`src/design/accel_ctl_pkg.sv`:
```
/*
 * Shared constants and types of the accelerometer power, self-check and
 * tap configuration block.
 * Assumes a 25 MHz system clock and a word-wide AHB-Lite register bus.
 */
package accel_ctl_pkg;

    // ------------------------------------------------------------------
    // Register indices (byte address is four times the index)
    // ------------------------------------------------------------------
    localparam logic [7:0] IDX_MOTION_DETECT   = 8'h27;
    localparam logic [7:0] IDX_POWER_CONTROL   = 8'h2D;
    localparam logic [7:0] IDX_SELFCHECK       = 8'h2E;
    localparam logic [7:0] IDX_TAP_LEVEL       = 8'h2F;
    localparam logic [7:0] IDX_TAP_MAX_WIDTH   = 8'h30;
    localparam logic [7:0] IDX_TAP_HOLDOFF     = 8'h31;
    localparam logic [7:0] IDX_SECOND_TAP_SPAN = 8'h32;
    localparam logic [7:0] IDX_EVENT_STATUS    = 8'h40;
    localparam logic [7:0] IDX_EVENT_MASK      = 8'h41;
    localparam logic [7:0] IDX_TAP_STATE       = 8'h42;

    // ------------------------------------------------------------------
    // Reset values and field positions
    // ------------------------------------------------------------------
    localparam logic [7:0] RST_REG8         = 8'h00;
    localparam int         BIT_SINGLE_TAP   = 0;
    localparam int         BIT_DOUBLE_TAP   = 1;
    localparam int         BIT_SELFCHECK_RUN   = 0;
    localparam int         BIT_SELFCHECK_FORCE = 1;
    localparam logic [1:0] MODE_STANDBY     = 2'h0;
    localparam logic [1:0] MODE_OPERATING_MODE_SELECT     = 2'h2;
    localparam logic [1:0] CHAIN_LINKED     = 2'h1;
    localparam logic [1:0] CHAIN_LOOP       = 2'h3;

    // ------------------------------------------------------------------
    // Timing
    // ------------------------------------------------------------------
    localparam int CLK_HZ            = 25_000_000;
    localparam int WIDTH_STEP_NS     = 625_000;
    localparam int GAP_STEP_NS       = 1_250_000;
    localparam int WIDTH_STEP_CYC    = int'((64'(WIDTH_STEP_NS) * CLK_HZ) / 1_000_000_000);
    localparam int GAP_STEPS_PER_LSB = GAP_STEP_NS / WIDTH_STEP_NS;

    // ------------------------------------------------------------------
    // Carriers
    // ------------------------------------------------------------------
    typedef struct packed {
        logic       reserved;
        logic       outside_clock_select;
        logic [1:0] noise_mode;
        logic       motion_wake_mode;
        logic       autosleep;
        logic [1:0] operating_mode_select;
    } power_control_t;

    typedef struct packed {
        logic [7:0] level;
        logic [7:0] max_width;
        logic [7:0] holdoff;
        logic [7:0] span;
    } tap_cfg_t;

endpackage

```
`src/design/accel_ctl_regs.sv`:
```
/*
 * Register bank and tap qualifier: power control, self-check control,
 * tap threshold/width/holdoff/span, with sticky tap events and an interrupt.
 * Assumes one AHB-Lite master, word transfers only, and a magnitude stream
 * from the sensor datapath on the same clock, in 62.5 mg steps.
 */
//
// Operation
// - Power bit 6 selects outside clock
// - Bits 5:4 select noise mode
// - Bit 3 enables motion wake mode
// - Autosleep only when chaining linked or loop
// - Bits 1:0: 00 standby, 10 operating_mode_select
// - Power register at 0x2D, resets zero
// - Self-check run bit0, force bit1, rest zero
// - Tap magnitude compared against unsigned threshold
// - Zero threshold disables all tap detection
// - Tap must stay above no longer than width
// - Holdoff delays second-tap window after tap
// - Zero holdoff disables double tap only
// - Second tap must fall within span
// - Tap registers from 0x2F, read-write, reset zero
`timescale 1ns/1ps
`default_nettype none

module accel_ctl_regs
    import accel_ctl_pkg::*;
#(
    parameter int WIDTH_STEP_CYCLES = WIDTH_STEP_CYC
) (
    // Clock and reset
    input  wire logic                         ref_clk_in,
    input  wire logic                         rst_in,
    // AHB-Lite slave
    input  wire logic                         hsel_in,
    input  wire logic [31:0]                  haddr_in,
    input  wire logic [1:0]                   htrans_in,
    input  wire logic                         hwrite_in,
    input  wire logic [2:0]                   hsize_in,
    input  wire logic [31:0]                  hwdata_in,
    input  wire logic                         hready_in,
    output logic      [31:0]                  hrdata_out,
    output logic                              hreadyout_out,
    output logic                              hresp_out,
    // Sensor magnitude stream
    input  wire logic [7:0]                   accel_mag_in,
    input  wire logic                         accel_valid_in,
    // Configuration towards the sensor core
    output accel_ctl_pkg::power_control_t     power_control_out,
    output logic                              autosleep_active_out,
    output logic                              measuring_out,
    output logic                              selfcheck_run_out,
    output logic                              selfcheck_force_out,
    // Events
    output logic                              single_tap_out,
    output logic                              double_tap_out,
    output logic                              irq_out
);
    import accel_ctl_pkg::*;

    // ------------------------------------------------------------------
    // Registers
    // ------------------------------------------------------------------
    power_control_t power_control_r;
    logic [7:0]     selfcheck_r;
    tap_cfg_t       tap_cfg_r;
    logic [1:0]     motion_chaining_mode_r;
    logic [1:0]     event_status_r;
    logic [1:0]     event_mask_r;

    // ------------------------------------------------------------------
    // Bus front end
    // ------------------------------------------------------------------
    logic        wr_pend_r;
    logic        rd_pend_r;
    logic [7:0]  acc_idx_r;
    logic        acc_hit_r;
    logic [31:0] hrdata_r;
    logic        hreadyout_r;

    wire         bus_take   = hsel_in & htrans_in[1] & hready_in;
    wire         addr_hit   = (haddr_in[31:10] == 22'h0) & (haddr_in[1:0] == 2'h0);
    wire  [7:0]  addr_idx   = haddr_in[9:2];
    wire         wr_commit  = wr_pend_r & acc_hit_r;
    wire  [7:0]  wdata8     = hwdata_in[7:0];

    wire wr_power   = wr_commit & (acc_idx_r == IDX_POWER_CONTROL);
    wire wr_self    = wr_commit & (acc_idx_r == IDX_SELFCHECK);
    wire wr_level   = wr_commit & (acc_idx_r == IDX_TAP_LEVEL);
    wire wr_width   = wr_commit & (acc_idx_r == IDX_TAP_MAX_WIDTH);
    wire wr_holdoff = wr_commit & (acc_idx_r == IDX_TAP_HOLDOFF);
    wire wr_span    = wr_commit & (acc_idx_r == IDX_SECOND_TAP_SPAN);
    wire wr_chain   = wr_commit & (acc_idx_r == IDX_MOTION_DETECT);
    wire wr_status  = wr_commit & (acc_idx_r == IDX_EVENT_STATUS);
    wire wr_mask    = wr_commit & (acc_idx_r == IDX_EVENT_MASK);

    // ------------------------------------------------------------------
    // Tap qualifier
    // ------------------------------------------------------------------
    typedef enum logic [2:0] {
        TAP_IDLE,
        TAP_FIRST,
        TAP_HOLDOFF,
        TAP_SPAN,
        TAP_SECOND,
        TAP_RELEASE
    } tap_state_t;

    tap_state_t  tap_state_r;
    tap_state_t  tap_state_nxt;
    logic        above_r;
    logic [15:0] step_cnt_r;
    logic [9:0]  steps_r;
    logic        single_set;
    logic        double_set;

    wire         measuring   = (power_control_r.operating_mode_select == MODE_OPERATING_MODE_SELECT);
    wire         tap_enable  = measuring & (tap_cfg_r.level != RST_REG8);
    wire         dbl_enable  = tap_enable & (tap_cfg_r.holdoff != RST_REG8);
    wire         step_tick   = (step_cnt_r == 16'(WIDTH_STEP_CYCLES - 1));
    wire         state_move  = (tap_state_nxt != tap_state_r);
    wire  [9:0]  width_lim   = {2'h0, tap_cfg_r.max_width};
    wire  [9:0]  holdoff_lim = 10'(tap_cfg_r.holdoff * GAP_STEPS_PER_LSB);
    wire  [9:0]  span_lim    = 10'(tap_cfg_r.span * GAP_STEPS_PER_LSB);
    wire         too_long    = (steps_r > width_lim);

    // ------------------------------------------------------------------
    // Readback mux
    // ------------------------------------------------------------------
    logic [7:0] rd_mux;

    always_comb begin
        case (acc_idx_r)
            IDX_POWER_CONTROL:   rd_mux = {1'b0, power_control_r[6:0]};
            IDX_SELFCHECK:       rd_mux = selfcheck_r;
            IDX_TAP_LEVEL:       rd_mux = tap_cfg_r.level;
            IDX_TAP_MAX_WIDTH:   rd_mux = tap_cfg_r.max_width;
            IDX_TAP_HOLDOFF:     rd_mux = tap_cfg_r.holdoff;
            IDX_SECOND_TAP_SPAN: rd_mux = tap_cfg_r.span;
            IDX_MOTION_DETECT:   rd_mux = {6'h00, motion_chaining_mode_r};
            IDX_EVENT_STATUS:    rd_mux = {6'h00, event_status_r};
            IDX_EVENT_MASK:      rd_mux = {6'h00, event_mask_r};
            IDX_TAP_STATE:       rd_mux = {5'h00, tap_state_r};
            default:             rd_mux = 8'h00;
        endcase
    end

    // ------------------------------------------------------------------
    // Bus phase tracking
    // ------------------------------------------------------------------
    // Reads take one wait state so that a write in the preceding data
    // phase is already visible in the returned word.
    always_ff @(posedge ref_clk_in) begin
        if (rst_in) begin
            wr_pend_r   <= 1'b0;
            rd_pend_r   <= 1'b0;
            acc_idx_r   <= 8'h00;
            acc_hit_r   <= 1'b0;
            hrdata_r    <= 32'h0000_0000;
            hreadyout_r <= 1'b1;
        end else begin
            if (rd_pend_r) begin
                rd_pend_r   <= 1'b0;
                hrdata_r    <= {24'h00_0000, acc_hit_r ? rd_mux : 8'h00};
                hreadyout_r <= 1'b1;
            end else begin
                wr_pend_r   <= bus_take & hwrite_in;
                rd_pend_r   <= bus_take & ~hwrite_in;
                hreadyout_r <= ~(bus_take & ~hwrite_in);
                if (bus_take) begin
                    acc_idx_r <= addr_idx;
                    acc_hit_r <= addr_hit;
                end
            end
        end
    end

    // ------------------------------------------------------------------
    // Configuration registers
    // ------------------------------------------------------------------
    always_ff @(posedge ref_clk_in) begin
        if (rst_in) begin
            power_control_r        <= power_control_t'(RST_REG8);
            selfcheck_r            <= RST_REG8;
            tap_cfg_r              <= {4{RST_REG8}};
            motion_chaining_mode_r <= 2'h0;
            event_mask_r           <= 2'h0;
        end else begin
            if (wr_power) begin
                power_control_r <= power_control_t'({1'b0, wdata8[6:0]});
            end
            if (wr_self) begin
                selfcheck_r <= {6'h00, wdata8[1:0]};
            end
            if (wr_level) begin
                tap_cfg_r.level <= wdata8;
            end
            if (wr_width) begin
                tap_cfg_r.max_width <= wdata8;
            end
            if (wr_holdoff) begin
                tap_cfg_r.holdoff <= wdata8;
            end
            if (wr_span) begin
                tap_cfg_r.span <= wdata8;
            end
            if (wr_chain) begin
                motion_chaining_mode_r <= wdata8[1:0];
            end
            if (wr_mask) begin
                event_mask_r <= wdata8[1:0];
            end
        end
    end

    // ------------------------------------------------------------------
    // Event status: write one to clear, a new event wins
    // ------------------------------------------------------------------
    wire [1:0] status_set = {double_set, single_set};
    wire [1:0] status_clr = wr_status ? wdata8[1:0] : 2'h0;

    always_ff @(posedge ref_clk_in) begin
        if (rst_in) begin
            event_status_r <= 2'h0;
        end else begin
            event_status_r <= (event_status_r & ~status_clr) | status_set;
        end
    end

    // ------------------------------------------------------------------
    // Tap timing
    // ------------------------------------------------------------------
    // Step timer restarts on every state change so that each interval
    // is measured from its own start, not from a free-running phase.
    always_ff @(posedge ref_clk_in) begin
        if (rst_in) begin
            above_r     <= 1'b0;
            step_cnt_r  <= 16'h0000;
            steps_r     <= 10'h000;
            tap_state_r <= TAP_IDLE;
        end else begin
            if (accel_valid_in) begin
                above_r <= (accel_mag_in > tap_cfg_r.level);
            end
            tap_state_r <= tap_state_nxt;
            if (state_move || step_tick) begin
                step_cnt_r <= 16'h0000;
            end else begin
                step_cnt_r <= step_cnt_r + 16'h0001;
            end
            if (state_move) begin
                steps_r <= 10'h000;
            end else if (step_tick && steps_r != 10'h3FF) begin
                steps_r <= steps_r + 10'h001;
            end
        end
    end

    always_comb begin
        tap_state_nxt = tap_state_r;
        single_set    = 1'b0;
        double_set    = 1'b0;
        case (tap_state_r)
            TAP_IDLE: begin
                if (tap_enable && above_r) begin
                    tap_state_nxt = TAP_FIRST;
                end
            end
            TAP_FIRST: begin
                if (too_long) begin
                    tap_state_nxt = TAP_RELEASE;
                end else if (!above_r) begin
                    single_set    = 1'b1;
                    tap_state_nxt = dbl_enable ? TAP_HOLDOFF : TAP_IDLE;
                end
            end
            TAP_HOLDOFF: begin
                if (steps_r >= holdoff_lim) begin
                    tap_state_nxt = TAP_SPAN;
                end
            end
            TAP_SPAN: begin
                if (steps_r >= span_lim) begin
                    tap_state_nxt = TAP_IDLE;
                end else if (above_r) begin
                    tap_state_nxt = TAP_SECOND;
                end
            end
            TAP_SECOND: begin
                if (too_long) begin
                    tap_state_nxt = TAP_RELEASE;
                end else if (!above_r) begin
                    single_set    = 1'b1;
                    double_set    = 1'b1;
                    tap_state_nxt = TAP_IDLE;
                end
            end
            TAP_RELEASE: begin
                if (!above_r) begin
                    tap_state_nxt = TAP_IDLE;
                end
            end
            default: begin
                tap_state_nxt = TAP_IDLE;
            end
        endcase
        // Losing tap_enable, or dbl_enable after the first tap, aborts a sequence in flight
        if (!tap_enable) begin
            tap_state_nxt = TAP_IDLE;
            single_set    = 1'b0;
            double_set    = 1'b0;
        end else if (!dbl_enable && (tap_state_r == TAP_HOLDOFF || tap_state_r == TAP_SPAN
                                     || tap_state_r == TAP_SECOND)) begin
            tap_state_nxt = TAP_IDLE;
            double_set    = 1'b0;
        end
    end

    // ------------------------------------------------------------------
    // Registered outputs
    // ------------------------------------------------------------------
    wire chain_ok = (motion_chaining_mode_r == CHAIN_LINKED)
                  | (motion_chaining_mode_r == CHAIN_LOOP);

    logic single_tap_r;
    logic double_tap_r;
    logic irq_r;
    logic autosleep_active_r;
    logic measuring_r;

    always_ff @(posedge ref_clk_in) begin
        if (rst_in) begin
            single_tap_r       <= 1'b0;
            double_tap_r       <= 1'b0;
            irq_r              <= 1'b0;
            autosleep_active_r <= 1'b0;
            measuring_r        <= 1'b0;
        end else begin
            single_tap_r       <= single_set;
            double_tap_r       <= double_set;
            irq_r              <= |(event_status_r & event_mask_r);
            autosleep_active_r <= power_control_r.autosleep & chain_ok;
            measuring_r        <= measuring;
        end
    end

    assign hrdata_out           = hrdata_r;
    assign hreadyout_out        = hreadyout_r;
    assign hresp_out            = 1'b0;
    assign power_control_out    = power_control_r;
    assign autosleep_active_out = autosleep_active_r;
    assign measuring_out        = measuring_r;
    assign selfcheck_run_out    = selfcheck_r[BIT_SELFCHECK_RUN];
    assign selfcheck_force_out  = selfcheck_r[BIT_SELFCHECK_FORCE];
    assign single_tap_out       = single_tap_r;
    assign double_tap_out       = double_tap_r;
    assign irq_out              = irq_r;

endmodule

`default_nettype wire

```
`config.mk`:
```
export PLATFORM = sky130hd
export DESIGN_NAME = accel_ctl_regs
export DESIGN_NICKNAME = d
export VERILOG_FILES = /design/src/design/accel_ctl_pkg.sv /design/src/design/accel_ctl_regs.sv
export SDC_FILE = /design/constraint.sdc
export NUM_CORES = 1
export LEC_CHECK = 0
export BUFFER_PORTS_ARGS = -buffer_cell sky130_fd_sc_hd__buf_2
export CORE_MARGIN = 5
export CORE_UTILIZATION = 39
export DETAILED_ROUTE_END_ITERATION = 10
export PLACE_DENSITY_LB_ADDON = 0.1
export SETUP_SLACK_MARGIN = 0.05
export SYNTH_ARGS = -nofsm -noshare
export SYNTH_HDL_FRONTEND = slang
export SYNTH_SLANG_ARGS = --single-unit
```
`constraint.sdc`:
```
create_clock -name ref_clk_in -period 5.4 [get_ports ref_clk_in]
set_input_delay 1.08 -clock ref_clk_in [delete_from_list [all_inputs] [get_ports ref_clk_in]]
set_output_delay 1.08 -clock ref_clk_in [all_outputs]
set_load 0.02 [all_outputs]
```
==> impl_metrics.py, run 1 <==
metrics = {
    "cts": {
        "cts_num_sinks": 102,
        "tritoncts": "built",
        "cts_resized": 0,
        "clockBufferDepth": 2,
        "clock-root-buffer": "clkbuf_16",
        "h-tree-depth": 3,
        "cts_made_buffers": 9,
        "clkSlewWorstSetupHoldPaths_ps": 80,
        "postCtsSetupBuffers": 0,
        "cts-hold-fix-buffers": 0,
        "clkLatencyLatePin_ps": 360,
    },
    "timing": {
        "hold_slack_ps": 480,
        "hold_violations": 0,
        "setup_tns_ps": 0,
        "post-route-min-period_ps": 2720,
        "fmax_mhz": 368,
        "fin_crit_sh_pct": 50.3,
        "finalSetupViolCount": 0,
        "fin_skew_ps": 12.7,
        "worstMarginPinSlew_ps": 1030,
        "slew-limit-headroom_pct": 31.1,
        "rsz0062_at_grt": "false",
        "finalMaxSlewViolations": 0,
    },
    "logic_synthesis": {
        "netlist_top_cells_area": "dfxtp_1 (35%), mux2i_1 (10%), ha_1 (7.6%)",
        "netlist_instances": 682,
        "yosysMostFrequentCell": "nor2_1",
        "avgSynthCellArea_um2": 8.46,
        "synth.distinct_cells": 65,
        "synthFlopType": "dfxtp_1",
        "ys.warnings.count": 0,
        "synth_top_cell_area_share_pct": 35.4,
        "ys_seq_elements": 102,
        "synthTopCellsByCount": "nor2_1 (110), dfxtp_1 (102), mux2i_1 (59)",
        "syn_area_um2": 5770,
        "synthArstFlopShare_pct": 0,
        "seq_area_frac_synth_pct": 35.4,
        "synth-edff-count": 0,
        "synth.largest_area_cell": "dfxtp_1",
    },
    "min_path": {
        "hp-class": "reg2reg",
        "hold_depth": 2,
    },
    "floorplan": {
        "initial_core_util_pct": 39.7,
        "dieWidth_um": 132,
        "die_h_um": 132,
        "io-pin-count": 132,
        "die_area_um2": 17300,
        "fp-row-count": 44,
        "core_area_um2": 14500,
    },
    "grt": {
        "antenna_found_initial": 0,
        "overflow": 0,
        "grt_pass1_vias": 4719,
        "grt_max_degree": 70,
        "grt_pass1_wl_um": 24500,
        "track_usage_pct": 17.1,
    },
    "worst_setup_path": {
        "slowest_stage": "nor4_2",
        "reg2regPathDepth": 6,
        "crit_family": "simple AND/OR/NAND/NOR gates",
        "cp.depth": 6,
        "critPathBufInv": 1,
        "startpoint_type": "register",
        "crit_arrival_ps": 2940,
        "end_kind": "register",
        "cp_max_fo": 17,
        "worstPathCellList": "inv_1 -> nand2_1 -> nor4_2 -> nand3_2 -> mux2i_1 -> nor2_1",
        "worstPathRequired_ps": 5620,
        "critical-path-max-stage-delay_ps": 800,
        "worstSetupPathType": "reg2reg",
    },
    "final_layout": {
        "syn_to_final_growth_pct": 12.1,
        "drive_above_1_share_pct": 15.0,
        "seqCellArea_um2": 2040,
        "n_fill_cell": 1476,
        "antenna_cells": 0,
        "final_nets": 859,
        "multi_input_area_um2": 3340,
    },
    "place": {
        "dp.final_hpwl_um": 11300,
        "port_buffers": 77,
        "gp_congestion": 0.855,
    },
    "power": {
        "finalPower_w": 0.00153,
        "leakagePower_nw": 2.82,
        "ir_worst_vdd_v": 0.000131,
        "powerDensity_nw_per_um2": 237,
    },
    "drt": {
        "wl_um": 15000,
        "first_pass_iters": 7,
        "drc_errors": 0,
        "viasPerCell": 5.30,
        "ant_nets": 0,
        "vias": 4927,
        "wl_per_cell_um": 16.1,
        "first_iter_violations": 368,
    },
    "job": {
        "cap_violations": 0,
    },
    "run_status": {
        "outcome": "finished, final reports clean",
    },
}
[cells by family (layout without fill, tap and decap cells)]
kind of cell / Yosys count / count (layout) / share of synthesized area (%)
multiplexers: 59 / 59 / 10.2
other: 1 / 26 / 0.0650
flip-flops: 102 / 102 / 35.4
AND/OR/NAND/NOR: 271 / 271 / 23.9
AO/OA/AOI/OAI: 92 / 92 / 10.8
adder cells (fa/ha/maj): 36 / 36 / 7.76
buffers and inverters: 98 / 137 / 8.39
XOR/XNOR: 23 / 23 / 3.49
[area by class of cell]
class / instances / share of cell area [%]
Timing Repair Buffer: 78 / 6.07
Clock inverter: 6 / 1.14
Tap cell: 184 / 3.56
Multi-Input combinational cell: 507 / 51.6
Inverter: 43 / 2.50
Clock buffer: 10 / 3.54
Sequential cell: 102 / 31.6
[state kept, by name (all words and copies together) (netlist names), 3 cells and up]
register and flops:
step_cnt_r 16, hrdata_out 8, tap_state_r 3, tap_cfg_r 32, acc_idx_r 8, power_control_out 7
steps_r 10
[routing by layer]
metal | routed length, um | vias to the layer above | track usage (%)
met5 | 0 | - | 0
met4 | 257 | 0 | 5.83
met3 | 789 | 27 | 3.06
met2 | 6500 | 125 | 26.0
met1 | 7420 | 2316 | 24.5
li1 | - | 2459 | -
[final timing paths]
path	to	slack, ps	startpoint
min reg2reg	hrdata_out[1]	480	hrdata_out[1]
max	tap_cfg_r[0]	2680	acc_idx_r[0]
min	hrdata_out[1]	480	hrdata_out[1]
max reg2reg	tap_cfg_r[0]	2680	acc_idx_r[0]
[power by group]
part	switching, W	internal, W	total [W]
clock network	0.000314	0.000369	0.000683
registers	0.00000939	0.000756	0.000766
logic	0.0000548	0.0000297	0.0000845
total	0.000378	0.00115	0.00153
[worst register-to-register path, delay by kind of cell (launching register included)]
family	cells	cell delay [ps]
simple gates	4	1420
flops	1	570
buf+inv	1	310
mux	1	270
[stage by stage]
step	std cells	setup slack (ps)	utilization (%)	cell area (um2)
final	930	2680	44.5	6470
after global routing	930	2440	44.5	6470
after CTS	930	2700	44.5	6470
after detailed placement	914	2630	42.4	6170
after global placement	914	2630	42.4	6170
after floorplan	707	3080	-	5870
[placed cells by master (no fill, tap or decap), types with 4 or more instances in the layout]
cell,Yosys,layout
a21o_1,5,5
a21oi_1,34,34
a221oi_1,4,4
a22oi_1,5,5
and3_1,6,6
and4_1,4,4
buf_2,3,77
clkbuf_16,0,9
conb_1,1,26
dfxtp_1,102,102
ha_1,35,35
inv_1,43,43
inv_6,0,5
mux2i_1,59,59
nand2_1,49,49
nand3_1,24,24
nand4_1,11,11
nor2_1,110,110
nor2b_1,9,9
nor3_1,10,10
nor4_1,11,11
o211ai_1,4,4
o21a_1,4,4
o21ai_0,13,13
or3_1,4,4
or4_4,4,4
xnor2_1,7,7
xor2_1,16,16
No activity file was read; power rests on OpenSTA's default activity.
==> run 2: changes to the inputs <==
ABC_AREA = 1   (was default)
clock period = 2.65 ns   (was 5.4 ns; I/O delays follow)
==> impl_metrics.py, run 2 <==
metrics = {
    "drt": {
        "first_pass_iters": 5,
        "ant_nets": 0,
        "first_iter_violations": 302,
        "wl_per_cell_um": 14.0,
        "wl_um": 14700,
        "viasPerCell": 4.94,
        "vias": 5164,
        "drc_errors": 0,
    },
    "cts": {
        "clockBufferDepth": 2,
        "clkLatencyLatePin_ps": 360,
        "clock-root-buffer": "clkbuf_16",
        "h-tree-depth": 3,
        "clkSlewWorstSetupHoldPaths_ps": 70,
        "cts_resized": 0,
        "cts_num_sinks": 102,
        "cts_made_buffers": 9,
        "tritoncts": "built",
    },
    "grt": {
        "grt_pass1_wl_um": 24200,
        "antenna_found_initial": 0,
        "track_usage_pct": 17.8,
        "overflow": 0,
        "grt_max_degree": 41,
        "grt_pass1_vias": 4970,
    },
    "floorplan": {
        "initial_core_util_pct": 39.6,
        "io-pin-count": 132,
        "die_area_um2": 17200,
        "fp-row-count": 44,
        "die_h_um": 131,
        "dieWidth_um": 131,
        "core_area_um2": 14400,
    },
    "power": {
        "power_switching_share_pct": 24.1,
        "clkPwrFrac_pct": 45.5,
        "ir_worst_vdd_v": 0.000349,
        "leakagePower_nw": 2.78,
        "p_int_w": 0.00245,
        "finalPower_w": 0.00323,
        "powerDensity_nw_per_um2": 494,
        "pwr-share-seq_pct": 48.2,
        "p_comb_share_pct": 6.3,
        "p_switching_w": 0.000778,
    },
    "timing": {
        "finalMaxSlewViolations": 0,
        "setup_tns_ps": 0,
        "finalSetupViolCount": 0,
        "hold_slack_ps": 357,
        "hold_violations": 0,
        "rsz0062_at_grt": "false",
        "slew-limit-headroom_pct": 63.4,
        "fin_skew_ps": 11.5,
        "fmax_mhz": 434,
        "post-route-min-period_ps": 2300,
        "fin_crit_sh_pct": 86.9,
        "worstMarginPinSlew_ps": 547,
    },
    "min_path": {
        "worstHoldStart": "accel_valid_in",
        "hp-class": "in2reg",
    },
    "logic_synthesis": {
        "seq_area_frac_synth_pct": 35.8,
        "netlist_top_cells_area": "dfxtp_1 (36%), nand2_1 (8.4%), ha_1 (7.7%)",
        "synth_top_family_by_area": "simple AND/OR/NAND/NOR gates",
        "synth_fa_ha_area_share_pct": 7.67,
        "syn_area_um2": 5710,
        "synth-xor-area-share_pct": 3.07,
        "netlist_instances": 780,
        "synth_mux_area_share_pct": 0,
        "yosysMostFrequentCell": "nand2_1",
        "synth_compound_gate_area_share_pct": 15.5,
        "synthFlopType": "dfxtp_1",
        "synth_top_cell_area_share_pct": 35.8,
        "synth-edff-count": 0,
        "avgSynthCellArea_um2": 7.32,
        "ys_seq_elements": 102,
        "synthTopCellsByCount": "nand2_1 (128), inv_1 (105), dfxtp_1 (102)",
        "synth-simple-area-share_pct": 25.2,
        "ys.warnings.count": 0,
        "synthArstFlopShare_pct": 0,
        "synth.distinct_cells": 42,
        "synth.largest_area_cell": "dfxtp_1",
    },
    "final_layout": {
        "syn_to_final_growth_pct": 14.4,
        "antenna_cells": 0,
        "n_fill_cell": 1493,
        "regMostFlops": "tap_cfg_r",
        "largest_reg_flops": 32,
        "reg.largest.list": "tap_cfg_r (32), step_cnt_r (16), steps_r (10)",
        "drive_above_1_share_pct": 16.9,
        "final_common_cell": "nand2_1",
        "final_nets": 975,
        "multi_input_area_um2": 3030,
        "fin_cells": 1046,
        "final_cell_mix": "nand2_1 (128), inv_1 (105), dfxtp_1 (102)",
        "seqCellArea_um2": 2040,
    },
    "worst_setup_path": {
        "startpoint_type": "register",
        "end_kind": "register",
        "crit_path_frequent_cell": "nand2_1",
        "cp_max_fo": 12,
        "worstSetupPathType": "reg2reg",
        "critPathBufInv": 1,
        "worstPathCellList": "ha_1 -> nand2_1 -> nor2_1 -> nand3_1 -> nand3_2 -> nand2_2 -> nand2_1 -> nand2_1 -> nand2_1 -> nand2_1 -> nand2_1 -> nand3_2 -> nor2_4 -> nand3_4 -> buf_12 -> nor2_1",
        "r2r-start": "steps_r[5]",
        "slowest_stage": "dfxtp_1",
        "crit_path_start": "steps_r[5]",
        "worstPathRequired_ps": 2940,
        "crit_arrival_ps": 2600,
        "critical-path-max-stage-delay_ps": 390,
        "crit_family": "simple AND/OR/NAND/NOR gates",
    },
    "place": {
        "port_buffers": 77,
        "dp_cells": 1028,
        "gp_congestion": 0.851,
        "dp.final_hpwl_um": 11400,
    },
    "run_status": {
        "outcome": "finished, final reports clean",
    },
    "job": {
        "cap_violations": 0,
    },
}
[run 2: repair_timing]
action / 4_1_cts / 5_1_grt
setup buffers: 0 / 2
endpoints found under the setup margin: 0 / 16
hold buffers: 0 / 0
[run 2: power groups by stage]
stage / Clock (W) / Sequential [W] / Combinational (W)
3_3_place_gp: 0 / 0.00159 / 0.000194
6_report: 0.00147 / 0.00156 / 0.000202
3_5_place_dp: 0 / 0.00159 / 0.000198
2_1_floorplan: 0 / 0.00159 / 0.000158
4_1_cts: 0.00152 / 0.00156 / 0.000199
5_1_grt: 0.00158 / 0.00156 / 0.000229
[run 2: worst reg2reg max path: cells and delay by family, from the launching register on]
family                   cells  cell delay, ps
buffers and inverters        1             180
AND/OR/NAND/NOR             14            1360
adder cells (fa/ha/maj)      1             330
flip-flops                   1             390
[run 2: routing by layer]
metal	part of all wire [%]	up-vias	global-route usage [%]
met2	48	133	30.0
met4	1.2	0	4.17
met1	46	2360	22.9
met5	0	-	0
met3	5.0	13	4.35
li1	-	2658	-
[run 2: area by class of cell]
class,instances,area share (%)
multi-input cells,539,46.4
clock buffers,9,3.45
flip-flops and latches,102,31.2
repair buffers,84,6.89
clock inverters,7,1.57
inverters,121,6.95
well taps,184,3.52
[run 2: path summary, 6_finish.rpt]
path                                    end  slack (ps)  depth (start not counted)
setup reg to reg              step_cnt_r[3]         350                         16
hold / removal                      above_r         360                          2
hold reg to reg   motion_chaining_mode_r[1]         450                          2
setup / recovery              step_cnt_r[3]         350                         16
[run 2: stage by stage]
stage	setup WS, ps	area, um2	utilization [%]
floorplan	687	5800	-
global placement	228	6180	42.8
detailed placement	184	6180	42.8
CTS	159	6510	45.1
global route	71.7	6540	45.3
finish	347	6540	45.3
[run 2: kinds of logic (layout without fill, tap and decap cells)]
group | count (synthesis) | count (layout)
buf+inv | 164 | 221
compound gates | 163 | 163
fa+ha+maj | 35 | 35
flops | 102 | 102
simple gates | 295 | 295
xor+xnor | 20 | 20
other cells | 1 | 26
==> run 3: changes to the inputs <==
CORE_UTILIZATION = 54   (was 39)
==> impl_metrics.py, run 3 (synthesis gave the netlist of run 2 again) <==
metrics = {
    "grt": {
        "overflow": 0,
        "antenna_found_initial": 0,
        "grt_pass1_wl_um": 23200,
        "grt_max_degree": 54,
        "track_usage_pct": 22.1,
        "grt_pass1_vias": 5072,
    },
    "drt": {
        "wl_per_cell_um": 13.8,
        "wl_met3_um": 867,
        "vias": 5160,
        "viasPerCell": 5.18,
        "first_pass_iters": 5,
        "first_iter_violations": 313,
        "wl_met1_um": 6190,
        "wl_um": 13800,
        "ant_nets": 0,
        "drc_errors": 0,
        "highest_layer": "met4",
        "wl_met2_um": 6490,
    },
    "min_path": {
        "hold_depth": 2,
        "worstHoldStart": "accel_valid_in",
        "hp-class": "in2reg",
        "min_to": "above_r",
    },
    "timing": {
        "timing.final.ws_setup_ps": 340,
        "finalSetupViolCount": 0,
        "rsz0062_at_grt": "false",
        "fmax_mhz": 433,
        "post-route-min-period_ps": 2310,
        "fin_skew_ps": 14.4,
        "worstMarginPinSlew_ps": 552,
        "finalMaxSlewViolations": 0,
        "setup_tns_ps": 0,
        "slew-limit-headroom_pct": 63.1,
        "fin_crit_sh_pct": 87.2,
        "hold_violations": 0,
    },
    "cts": {
        "cts_made_buffers": 9,
        "clkLatencyLatePin_ps": 380,
        "clkSlewWorstSetupHoldPaths_ps": 100,
        "clock-root-buffer": "clkbuf_8",
        "h-tree-depth": 3,
        "cts-hold-fix-buffers": 0,
        "clockBufferDepth": 2,
        "tritoncts": "built",
        "cts_num_sinks": 102,
    },
    "worst_setup_path": {
        "crit_arrival_ps": 2620,
        "cp_max_fo": 11,
        "reg2regPathDepth": 17,
        "end_kind": "register",
        "worstSetupPathType": "reg2reg",
        "worstPathRequired_ps": 2960,
        "reg2reg_slack_ps": 340,
        "startpoint_type": "register",
        "r2r-start": "steps_r[3]",
        "r2r-end": "step_cnt_r[6]",
    },
    "place": {
        "gp_congestion": 0.867,
        "dp_slack_ps": 193,
        "port_buffers": 77,
        "dp.final_hpwl_um": 10900,
    },
    "run_status": {
        "outcome": "finished, final reports clean",
    },
    "final_layout": {
        "final_cell_mix": "nand2_1 (128), inv_1 (105), dfxtp_1 (99)",
        "final_common_cell": "nand2_1",
        "drive_above_1_share_pct": 17.3,
        "largest_reg_flops": 32,
        "final_nets": 974,
        "antenna_cells": 0,
        "reg.largest.list": "tap_cfg_r (32), step_cnt_r (16), steps_r (10)",
        "regMostFlops": "tap_cfg_r",
        "syn_to_final_growth_pct": 11.1,
    },
    "power": {
        "ir_worst_vdd_v": 0.000275,
        "leakagePower_nw": 2.72,
        "powerDensity_nw_per_um2": 435,
    },
    "floorplan": {
        "die_area_um2": 12700,
        "io-pin-count": 132,
        "initial_core_util_pct": 55.3,
        "core_area_um2": 10300,
        "die_h_um": 113,
        "fp-row-count": 37,
        "dieWidth_um": 113,
    },
    "job": {
        "cap_violations": 0,
    },
}
run 3: cell count changes in the layout (fill, tap and decap cells not counted), moves of 2 or more:
cell and change:
dfxtp_2 +3, clkinv_2 +2, dfxtp_1 -3, clkbuf_16 -9
inv_6 -2, clkbuf_8 +10
run 3: how the worst max path moves through the flow:
stage,slack [ps],to,cells past startpoint,startpoint
2_1_floorplan,690,step_cnt_r[6],17,steps_r[7]
3_3_place_gp,290,step_cnt_r[15],16,steps_r[5]
3_5_place_dp,190,step_cnt_r[0],15,steps_r[5]
4_1_cts,150,step_cnt_r[0],15,steps_r[5]
5_1_grt,60,step_cnt_r[6],18,tap_cfg_r[21]
6_report,340,step_cnt_r[6],17,steps_r[3]
run 3: timing repair:
action / CTS / global route
endpoints found under the setup margin: 0 / 16
gates resized for setup: 0 / 4
setup buffers: 0 / 5
run 3: stage by stage:
stage | utilization, % | power [W] | hold WS [ps] | area, um2 | std cells
after CTS | 60.9 | 0.00278 | 308 | 6290 | 992
after global placement | 59.0 | 0.00178 | 438 | 6090 | 976
final | 61.5 | 0.00276 | 329 | 6340 | 997
after detailed placement | 59.0 | 0.00178 | 455 | 6090 | 976
after global routing | 61.5 | 0.00288 | 335 | 6340 | 997
after floorplan | - | 0.00175 | 425 | 5800 | 805
run 3: layout make-up:
class / count / area, um2
Fill cell: 968 / 3980
Clock buffer: 10 / 138
Timing Repair Buffer: 83 / 443
Clock inverter: 6 / 61.3
Sequential cell: 102 / 2050
Tap cell: 136 / 170
Inverter: 121 / 454
Multi-Input combinational cell: 539 / 3030
run 3: metal layers:
layer | up-vias | GRT usage (%)
met5 | - | 0
met4 | 0 | 7.13
met3 | 23 | 5.13
met2 | 154 | 36.7
met1 | 2316 | 28.5
li1 | 2667 | -
run 3: report_power, final:
part,total [W],switching (W),leakage [nW],internal [W]
Combinational,0.000201,0.000133,1.80,0.0000679
Sequential,0.00156,0.0000132,0.825,0.00154
Clock,0.00100,0.000542,0.102,0.000459
Total,0.00276,0.000688,2.72,0.00207
run 3: worst max-delay path: stages (launching register included):
cell and delay [ps]:
dfxtp_1 470, ha_1 300, nand2_1 70, nand2_1 50, nand2_1 50, nand2_1 60
nand2_1 70, nand3_2 70, nand2_2 100, nand4_2 100, nand2_1 80, nand2_1 60
nand2_1 60, nand2_1 80, nor2_4 160, nand3_4 180, buf_4 210, nor2_4 60
